## src/usb_susp_consts.svh

```systemverilog
// Offsets, field positions, reset values and timing counts of the suspend,
// reset and wakeup controller.
// Assumes a 10 MHz system clock and a 32-bit classic Wishbone register bus.
`ifndef USB_SUSP_CONSTS_SVH
`define USB_SUSP_CONSTS_SVH

// ----------------------------------------------------------------------
// Timing
// ----------------------------------------------------------------------
`define CLK_PERIOD_NS 100
`define SUSP_IDLE_MS 3
`define WAKE_IDLE_MS 5
`define SE0_RESET_NS 2500
`define WAKE_DRIVE_MS 2
`define SUSP_IDLE_CYC ((`SUSP_IDLE_MS * 1000000 + `CLK_PERIOD_NS - 1) / `CLK_PERIOD_NS)
`define WAKE_IDLE_CYC ((`WAKE_IDLE_MS * 1000000 + `CLK_PERIOD_NS - 1) / `CLK_PERIOD_NS)
`define SE0_RESET_CYC ((`SE0_RESET_NS + `CLK_PERIOD_NS - 1) / `CLK_PERIOD_NS)
`define WAKE_DRIVE_CYC ((`WAKE_DRIVE_MS * 1000000) / `CLK_PERIOD_NS)

// ----------------------------------------------------------------------
// Register map (byte addresses)
// ----------------------------------------------------------------------
`define ADR_SYS_CTRL 8'h00
`define ADR_DEV_STATE 8'h04
`define ADR_IRQ_MASK 8'h08
`define ADR_IRQ_FLAGS 8'h0c

// ----------------------------------------------------------------------
// Fields
// ----------------------------------------------------------------------
`define SYSCTL_SOFT_RST 0
`define SYSCTL_OSC_STOP 1
`define DEVST_OSC_RUN 0
`define DEVST_WAKE_REQ 4
`define DEVST_BUS_RST 5
`define DEVST_SUSP 6
`define IRQ_BUS_RST 5
`define IRQ_SUSP 6
`define IRQ_MASK_RST 8'h01

`endif

```

## src/usb_susp_pkg.sv

```systemverilog
// Types shared by the suspend, reset and wakeup controller.
// Assumes nothing of its surroundings.
package usb_susp_pkg;

    typedef enum logic [1:0] {
        WK_IDLE = 2'b00,
        WK_DRIVE = 2'b01,
        WK_SENT = 2'b10
    } wake_state_t;

endpackage : usb_susp_pkg

```

## src/idle_timer.sv

```systemverilog
// Saturating duration timer: reports when its run condition has held for
// LIMIT consecutive clocks.
// Assumes run_i is synchronous to clk_i; any low cycle restarts the count.
`timescale 1ns/1ps

module idle_timer #(
    parameter int LIMIT = 25
) (
    input wire logic clk_i,
    input wire logic rst_i,
    input wire logic run_i,
    output logic hit_o
);
    localparam int W = $clog2(LIMIT + 1);

    logic [W-1:0] cnt_r;

    if (LIMIT < 1)
    begin : g_chk
        $error("idle_timer: LIMIT must be at least one");
    end

    // The count sticks at LIMIT so a long idle never wraps into a false restart.
    always_ff @(posedge clk_i)
    begin
        if (rst_i || !run_i)
        begin
            cnt_r <= '0;
        end
        else if (cnt_r != W'(LIMIT))
        begin
            cnt_r <= cnt_r + W'(1);
        end
    end

    assign hit_o = (cnt_r == W'(LIMIT));

endmodule : idle_timer

```

## src/usb_susp_ctrl.sv

```systemverilog
// Suspend, system reset, resume detection and remote wakeup controller.
// Assumes a 10 MHz clock, line inputs synchronous to it, and a classic
// Wishbone master with 32-bit data.
`timescale 1ns/1ps
`include "usb_susp_consts.svh"

module usb_susp_ctrl
    import usb_susp_pkg::*;
#(
    parameter int SUSP_IDLE_CYC = `SUSP_IDLE_CYC,
    parameter int WAKE_IDLE_CYC = `WAKE_IDLE_CYC,
    parameter int WAKE_DRIVE_CYC = `WAKE_DRIVE_CYC
) (
    input wire logic clk_i,
    input wire logic rst_i,
    input wire logic wb_cyc_i,
    input wire logic wb_stb_i,
    input wire logic wb_we_i,
    input wire logic [7:0] wb_adr_i,
    input wire logic [3:0] wb_sel_i,
    input wire logic [31:0] wb_dat_i,
    output logic [31:0] wb_dat_o,
    output logic wb_ack_o,
    input wire logic dp_i,
    input wire logic dm_i,
    output logic dp_o,
    output logic dm_o,
    output logic d_oe_o,
    input wire logic [7:0] ext_event_i,
    output logic irq_o,
    output logic suspend_o,
    output logic osc_run_o,
    output logic sys_rst_o
);
    localparam int DRV_W = $clog2(WAKE_DRIVE_CYC + 1);

    if (SUSP_IDLE_CYC < 2 || WAKE_IDLE_CYC < SUSP_IDLE_CYC || WAKE_DRIVE_CYC < 2)
    begin : g_chk
        $error("usb_susp_ctrl: timing parameters out of range");
    end

    // ------------------------------------------------------------------
    // State
    // ------------------------------------------------------------------
    logic soft_rst_r;
    logic sysrst;
    logic osc_run_r;
    logic suspended_r;
    logic wake_req_r;
    logic bus_rst_st_r;
    logic [7:0] mask_r;
    logic [7:0] flags_r;
    logic [7:0] flags_nxt;
    wake_state_t wk_state_r;
    logic [DRV_W-1:0] drv_cnt_r;
    logic line_j;
    logic line_k;
    logic line_se0;
    logic idle3_hit;
    logic idle5_hit;
    logic se0_hit;
    logic se0_hit_q;
    logic se0_rise;
    logic susp_enter;
    logic resume_det;
    logic susp_exit;
    logic bus_req;
    logic wr_en;
    logic [7:0] wbyte;

    // ------------------------------------------------------------------
    // System reset
    // ------------------------------------------------------------------
    assign sysrst = rst_i || soft_rst_r;

    // The soft reset pulse only answers to the pin, so it cannot cut itself short.
    always_ff @(posedge clk_i)
    begin
        if (rst_i)
        begin
            soft_rst_r <= 1'b0;
        end
        else
        begin
            soft_rst_r <= wr_en && wb_adr_i == `ADR_SYS_CTRL && wbyte[`SYSCTL_SOFT_RST];
        end
    end

    always_ff @(posedge clk_i)
    begin
        sys_rst_o <= sysrst;
    end

    always_ff @(posedge clk_i)
    begin
        if (sysrst)
        begin
            osc_run_r <= 1'b1;
        end
        else if (wr_en && wb_adr_i == `ADR_SYS_CTRL && wbyte[`SYSCTL_OSC_STOP])
        begin
            osc_run_r <= 1'b0;
        end
    end

    assign osc_run_o = osc_run_r;

    // ------------------------------------------------------------------
    // Bus line timing
    // ------------------------------------------------------------------
    assign line_j = dp_i && !dm_i;
    assign line_k = !dp_i && dm_i;
    assign line_se0 = !dp_i && !dm_i;

    idle_timer #(.LIMIT(SUSP_IDLE_CYC)) u_idle3 (
        .clk_i(clk_i),
        .rst_i(sysrst),
        .run_i(line_j),
        .hit_o(idle3_hit)
    );

    idle_timer #(.LIMIT(WAKE_IDLE_CYC)) u_idle5 (
        .clk_i(clk_i),
        .rst_i(sysrst),
        .run_i(line_j),
        .hit_o(idle5_hit)
    );

    idle_timer #(.LIMIT(`SE0_RESET_CYC)) u_se0 (
        .clk_i(clk_i),
        .rst_i(sysrst),
        .run_i(line_se0),
        .hit_o(se0_hit)
    );

    always_ff @(posedge clk_i)
    begin
        se0_hit_q <= sysrst ? 1'b0 : se0_hit;
    end

    assign se0_rise = se0_hit && !se0_hit_q;
    assign susp_enter = idle3_hit && !suspended_r;
    // Our own K must not be mistaken for host resume; a stopped clock sees no resume K, though SE0 bus reset still ends suspend.
    assign resume_det = suspended_r && line_k && wk_state_r != WK_DRIVE && osc_run_r;
    assign susp_exit = suspended_r && (resume_det || se0_rise);

    always_ff @(posedge clk_i)
    begin
        if (sysrst || susp_exit)
        begin
            suspended_r <= 1'b0;
        end
        else if (susp_enter)
        begin
            suspended_r <= 1'b1;
        end
    end

    assign suspend_o = suspended_r;

    // ------------------------------------------------------------------
    // Remote wakeup
    // ------------------------------------------------------------------
    always_ff @(posedge clk_i)
    begin
        if (sysrst)
        begin
            wk_state_r <= WK_IDLE;
            drv_cnt_r <= '0;
        end
        else
        begin
            unique case (wk_state_r)
                WK_IDLE:
                begin
                    drv_cnt_r <= '0;
                    // Waiting on the 5 ms mark covers both early and late requests.
                    if (wake_req_r && suspended_r && idle5_hit && osc_run_r)
                    begin
                        wk_state_r <= WK_DRIVE;
                    end
                end
                WK_DRIVE:
                begin
                    drv_cnt_r <= drv_cnt_r + DRV_W'(1);
                    if (drv_cnt_r == DRV_W'(WAKE_DRIVE_CYC - 1))
                    begin
                        wk_state_r <= WK_SENT;
                    end
                end
                WK_SENT:
                begin
                    if (!suspended_r || susp_exit)
                    begin
                        wk_state_r <= WK_IDLE;
                    end
                end
                default:
                begin
                    wk_state_r <= WK_IDLE;
                end
            endcase
        end
    end

    always_ff @(posedge clk_i)
    begin
        if (sysrst)
        begin
            d_oe_o <= 1'b0;
            dm_o <= 1'b0;
            dp_o <= 1'b0;
        end
        else
        begin
            d_oe_o <= (wk_state_r == WK_DRIVE) && drv_cnt_r != DRV_W'(WAKE_DRIVE_CYC - 1)
                || (wk_state_r == WK_IDLE && wake_req_r && suspended_r && idle5_hit
                && osc_run_r);
            dm_o <= (wk_state_r == WK_DRIVE) && drv_cnt_r != DRV_W'(WAKE_DRIVE_CYC - 1)
                || (wk_state_r == WK_IDLE && wake_req_r && suspended_r && idle5_hit
                && osc_run_r);
            dp_o <= 1'b0;
        end
    end

    always_ff @(posedge clk_i)
    begin
        if (sysrst)
        begin
            wake_req_r <= 1'b0;
        end
        else if (wk_state_r == WK_SENT && susp_exit)
        begin
            wake_req_r <= 1'b0;
        end
        else if (wr_en && wb_adr_i == `ADR_DEV_STATE)
        begin
            wake_req_r <= wbyte[`DEVST_WAKE_REQ];
        end
    end

    // ------------------------------------------------------------------
    // Interrupts
    // ------------------------------------------------------------------
    always_ff @(posedge clk_i)
    begin
        if (sysrst)
        begin
            mask_r <= `IRQ_MASK_RST;
        end
        else if (wr_en && wb_adr_i == `ADR_IRQ_MASK)
        begin
            mask_r <= wbyte;
        end
    end

    always_ff @(posedge clk_i)
    begin
        if (sysrst)
        begin
            bus_rst_st_r <= 1'b0;
        end
        else if (se0_rise)
        begin
            bus_rst_st_r <= 1'b1;
        end
        else if (wr_en && wb_adr_i == `ADR_DEV_STATE && wbyte[`DEVST_BUS_RST])
        begin
            bus_rst_st_r <= 1'b0;
        end
    end

    // A set in the same cycle as a clear wins; disabled causes always read zero.
    always_comb
    begin
        flags_nxt = flags_r;
        if (wr_en && wb_adr_i == `ADR_IRQ_FLAGS)
        begin
            flags_nxt = flags_nxt & ~wbyte;
        end
        if (wr_en && wb_adr_i == `ADR_DEV_STATE && wbyte[`DEVST_BUS_RST])
        begin
            flags_nxt[`IRQ_BUS_RST] = 1'b0;
        end
        if (resume_det || se0_rise)
        begin
            flags_nxt[`IRQ_SUSP] = 1'b0;
        end
        flags_nxt = flags_nxt | ext_event_i & ~8'h60;
        flags_nxt[`IRQ_BUS_RST] = flags_nxt[`IRQ_BUS_RST] | se0_rise;
        flags_nxt[`IRQ_SUSP] = flags_nxt[`IRQ_SUSP] | susp_enter;
        flags_nxt = flags_nxt & mask_r;
    end

    always_ff @(posedge clk_i)
    begin
        if (sysrst)
        begin
            flags_r <= 8'h00;
            irq_o <= 1'b0;
        end
        else
        begin
            flags_r <= flags_nxt;
            irq_o <= |flags_nxt;
        end
    end

    // ------------------------------------------------------------------
    // Wishbone slave
    // ------------------------------------------------------------------
    assign bus_req = wb_cyc_i && wb_stb_i && !wb_ack_o;
    assign wr_en = bus_req && wb_we_i && wb_sel_i[0];
    assign wbyte = wb_dat_i[7:0];

    // One wait state; unmapped addresses answer with zero and drop writes.
    always_ff @(posedge clk_i)
    begin
        if (rst_i)
        begin
            wb_ack_o <= 1'b0;
            wb_dat_o <= 32'h0000_0000;
        end
        else
        begin
            wb_ack_o <= bus_req;
            if (bus_req)
            begin
                unique case (wb_adr_i)
                    `ADR_SYS_CTRL: wb_dat_o <= {30'h0, !osc_run_r, 1'b0};
                    `ADR_DEV_STATE: wb_dat_o <= {25'h0, suspended_r, bus_rst_st_r,
                        wake_req_r, 3'h0, osc_run_r};
                    `ADR_IRQ_MASK: wb_dat_o <= {24'h0, mask_r};
                    `ADR_IRQ_FLAGS: wb_dat_o <= {24'h0, flags_r};
                    default: wb_dat_o <= 32'h0000_0000;
                endcase
            end
        end
    end
endmodule : usb_susp_ctrl

```

## config.mk

```make
export PLATFORM = sky130hd
export DESIGN_NAME = usb_susp_ctrl
export DESIGN_NICKNAME = d
export VERILOG_FILES = /design/src/usb_susp_pkg.sv /design/src/idle_timer.sv /design/src/usb_susp_ctrl.sv
export VERILOG_INCLUDE_DIRS = /design/src /design/src/src
export SDC_FILE = /design/constraint.sdc
export NUM_CORES = 1
export LEC_CHECK = 0
export ABC_AREA = 1
export BUFFER_PORTS_ARGS = -buffer_cell sky130_fd_sc_hd__buf_4
export CORE_MARGIN = 2
export CORE_UTILIZATION = 45
export DETAILED_ROUTE_END_ITERATION = 16
export MAX_ROUTING_LAYER = met4
export PLACE_DENSITY = 0.71
export SETUP_SLACK_MARGIN = 0.02
export SLEW_MARGIN = 20
export SYNTH_ARGS = -nofsm -noshare
export SYNTH_HDL_FRONTEND = slang
export SYNTH_SLANG_ARGS = --single-unit
```

## constraint.sdc

```tcl
create_clock -name clk_i -period 1.4 [get_ports clk_i]
set_input_delay 0.28 -clock clk_i [delete_from_list [all_inputs] [get_ports clk_i]]
set_output_delay 0.28 -clock clk_i [all_outputs]
set_load 0.005 [all_outputs]
```

-- Yosys cells after proc, flatten, opt, wreduce, memory -nomap -nowiden
Cells that the tools add are included.
- $add $sub $neg: 4
- equality and inequality tests: 17
- multiplexer cells: 11
- bitwise logic cells: 6
- reductions and logical operators: 51
- operators with widths (operator ; number):
    8-bit one-hot mux with 4 select lines ; 1
    15-bit by 1-bit adder with 15-bit output (second input constant) ; 2
    15-bit == test (second input constant) ; 2
    15-bit inequality test (second input constant) ; 2
    15-bit one-hot mux with 2 select lines ; 1
    1-bit logical AND ; 29
    16-bit by 1-bit adder with 16-bit output (second input constant) ; 1
    8-bit bitwise AND ; 2
    16-bit == test (second input constant) ; 1
    8-bit by 4-bit == test with 1-bit output (second input constant) ; 2
    16-bit inequality test (second input constant) ; 1
    8-bit by 3-bit == test with 1-bit output (second input constant) ; 1
    1-bit logical NOT ; 8
    8-bit logical NOT ; 1
    8-bit 2-to-1 mux ; 1
    8-bit inverter ; 1
    8-bit bitwise OR ; 1
    8-bit OR reduction ; 1
    1-bit logical OR ; 7
    2-bit 2-to-1 mux ; 3
    2-bit inequality test (second input constant) ; 3
    2-bit one-hot mux with 3 select lines ; 1
    5-bit by 1-bit adder with 5-bit output (second input constant) ; 1
    5-bit == test (second input constant) ; 1
    10 further kinds ; 15
- flip-flop bits (word level): 111
- input port bits: 59
- output and inout port bits: 40
- word-level logic and storage cells: 107

-- Depth between registers and ports, before layout
- depth after elaboration: 11
- depth in mapped cells: 13
- mapped depth without buffers: 13

-- Cells and area by module
A second synthesis with hierarchy kept.
- cells, all modules: 707
- area, all modules: 4667.0 sq um
- by module, submodules not included (module ; instances ; cells each ; area an instance (sq um) ; seq. area each (sq um)):
    usb_susp_ctrl ; 1 ; 355 ; 2473.6 ; 1021.0
    idle_timer (u_idle5) ; 1 ; 171 ; 1042.2 ; 320.3
    idle_timer (u_idle3) ; 1 ; 141 ; 865.8 ; 300.3
    idle_timer (u_se0) ; 1 ; 40 ; 285.3 ; 100.1

-- Worst setup path after synthesis
No wires, ideal clock.
- path kind: reg2reg
- from: register u_idle3.cnt_r[0]
- to: register u_idle3.cnt_r[14]
- setup time: 0.134 ns
- data arrival time: 1.296 ns
- data required time: 1.266 ns
- setup slack: -0.030 ns
- stages on the path, launching flop included: 9
- path buffers: 0
- period minus slack after synthesis: 1.430 ns
- cell sequence: dfxtp_1 ha_1 nand3_1 nor2_1 nand3_1 nor2_1 nand2_1 nand2_1 a21oi_1
- word-level cells in the longest chain between the ends: 1
- elaborated cells between the ends (all ways): 2
- those cells by class: add/sub: 1; eq/ne: 1
- ends and longest elaborated chain (what ; line ; source):
    start: declaration ; idle_timer.sv:16 ; logic [W-1:0] cnt_r;
    start signal: assignment ; idle_timer.sv:32 ; cnt_r <= cnt_r + W'(1);
    15-bit by 1-bit adder with 15-bit output or 15-bit inequality test (tied branches) ; idle_timer.sv:32, idle_timer.sv:30 ;
Parallel ways exist; a longest one is shown, timed or not.
A chain may end at the register's enable or synchronous reset.

-- Final worst setup path
- from: register u_idle3.cnt_r[0]
- to: register u_idle3.cnt_r[13]
Same word-level chain as after synthesis.

==> impl_metrics.toml <==
[global_route]
overflow = 0
met1_usage_pct = 26.1
gr-usage-met2_pct = 32.1
grt_first_pass_wirelength_mm = 15.9
first_global_vias = 3685
grtUsageMet3_pct = 3.76
top_usage_layer = "met2"
track_usage_pct = 20.2
grt_max_degree = 18
antenna_found_initial = 0

[synthesis]
yosysUniqueCellTypes = 38
synth_area_mm2 = 0.00418
synth_cells = 585
yosysTopAreaCellShare_pct = 41.7
synth_area_leader_cell = "dfxtp_1"
yosysSeqAreaShare_pct = 41.7
ys_ff_latch = 87
yosys_warnings = 0
avgSynthCellArea_um2 = 7.14
synth_area_leaders = "dfxtp_1 (42%), nand2_1 (10%), inv_1 (6.9%)"

[power]
power_density_mw_per_mm2 = 790
ir_drop_mv = 0.490
leakage_uw = 0.00234

[timing]
final_max_slew_viol_count = 0
setup_viol = 5
period_needed_ns = 1.48
finalHoldViolCount = 0
fmax_mhz = 674
period_share_pct = 106
fin_setup_tns_ns = -0.256
whs_ns = 0.177
skew_ns = 0.0105
rsz0062_at_grt = "true"
worst_slack_ns = -0.0846

[final_layout]
n_antenna_cell = 0
final_cell_mix = "buf_4 (111), nand2_1 (96), dfxtp_1 (70)"
syn_to_final_growth_pct = 37.3
drive_above_1_share_pct = 36.8
nets = 766
stdcell_area_mm2 = 0.00573
instances_no_fill = 815
utilization_pct = 63.0
layout_commonest_cell = "buf_4"

[critical_path]
cp-end-kind = "flop"
startpoint = "u_idle3.cnt_r[0]"
cp-start-kind = "flop"
r2r_start = "u_idle3.cnt_r[0]"
cp_data_arrival_time_ns = 1.77
crit_fanout = 4
slowest_stage = "dfxtp_2"
crit_chain = "buf_4 > nand3_2 > nor2_2 > nand3_2 > nor2_4 > nand3_4 > nor2_4 > a21oi_2 > nor3_2"
crit_required_ns = 1.69
critPathKind = "reg -> reg"
max_stage_delay_ns = 0.36

[cts]
clk_pin_slew_worst_paths_ns = 0.09
cts_num_sinks = 87
htree_levels = 3
cts_buffers = 9
clockBufferDepth = 2
root_buffer = "clkbuf_8"
cts_tree = "built"
insertion_delay_ns = 0.36

[floorplanning]
die_area_mm2 = 0.0101
rows = 35
io_pins = 99
initial_core_util_pct = 45.9
core_mm2 = 0.00911
fp.dieW_um = 100
die_h_um = 100

[drt]
initialDrtViolationCount = 184
avgRoutedWirePerCell_um = 12.7
vias = 4118
dr.pass1.iters = 5
drt_wl_total_mm = 10.3
ant_nets = 0
via_per_inst = 5.05
drc_errors = 0

[placed_design]
dp.final_hpwl_mm = 6.76
dpl.cell_count = 783
place_congestion = 0.890
port_buffers = 44
place_area_mm2 = 0.00495

[run]
drv_cap = 0

[hold_path]
min-delay-start = "wb_dat_i[6]"
hold_path_class = "in -> reg"

[status]
violations = "setup timing"
outcome = "finished, violations left"
-- flip-flops by register name (all words and copies together), names as in the netlist --
register,cells
bus_rst_st_r,1
d_oe_o,1
drv_cnt_r,15
flags_r,8
irq_o,1
mask_r,8
osc_run_o,1
se0_hit_q,1
soft_rst_r,1
suspend_o,1
sys_rst_o,1
u_idle3.cnt_r,15
u_idle5.cnt_r,16
u_se0.cnt_r,5
wake_req_r,1
wb_ack_o,1
wb_dat_o,8
wk_state_r,2
-- synth_stat cells, drive strengths merged --
cell    instances
inv            79
clkbuf          6
ha              7
conb            1
o211ai          2
a211oi          4
nor3b           5
a21oi          57
nor2           73
dfxtp          87
a31oi           1
o21a            4
o221ai          1
o21ai          34
nand3b          1
nor3           14
or2             1
xor2            3
nor4            8
nand2         115
a221oi          1
nand4           7
buf            32
nand3          40
and3            2
-- through the flow --
stage / power, uW / setup WS, ns
2_1_floorplan: 2700 / 0.0229
3_3_place_gp: 2780 / -0.131
3_5_place_dp: 2790 / -0.149
4_1_cts: 4540 / -0.0273
5_1_grt: 4700 / -0.155
6_report: 4530 / -0.0846
-- worst max-delay path: cells and delay by family, from the launching register on --
kind,cells,cell delay [ns]
AOI/OAI and AO/OA,1,0.06
buffers and inverters,1,0.12
DFF,1,0.36
and+or+nand+nor,7,0.88
-- worst paths after layout --
check	endpoint	slack (ns)	cells past startpoint
max	u_idle3.cnt_r[13]	-0.08	9
min reg2reg	drv_cnt_r[3]	0.46	1
min	mask_r[6]	0.18	3
max reg2reg	u_idle3.cnt_r[13]	-0.08	9
-- metal layers --
metal / share of wire (%) / vias up
li1: - / 2076
met1: 45 / 1937
met2: 50 / 88
met3: 3.7 / 17
met4: 1.4 / 0
met5: 0 / -
-- final cells by class --
cell class	instances	area, um2
fillers	754	3370
clock inverters	5	57.6
clock buffers	10	138
well taps	111	139
flip-flops and latches	87	1770
repair buffers	118	933
multi-input cells	405	2380
inverters	79	310
-- where the power goes --
part           total [uW]  internal [uW]  switching [uW]
clock                1760            867             889
sequential           2490           2480            8.82
combinational         289            134             155
total                4530           3480            1050
-- kinds of logic after synthesis --
family	Yosys count	share of synthesized area (%)
AND/OR/NAND/NOR	266	28.4
AO/OA/AOI/OAI	104	13.6
XOR/XNOR	3	0.629
adder cells (fa/ha/maj)	7	2.10
other	1	0.0898
buffers and inverters	117	13.5
flip-flops	87	41.7
-- repair_timing --
action	in CTS	in global routing
endpoints found under the setup margin	19	60
hold endpoints to repair	0	0
hold buffers	0	0
gates resized for setup	49	100
pin swaps	22	42
cloned	1	0
setup buffers	9	9
Note: power is estimated with default switching activity, not from simulation.
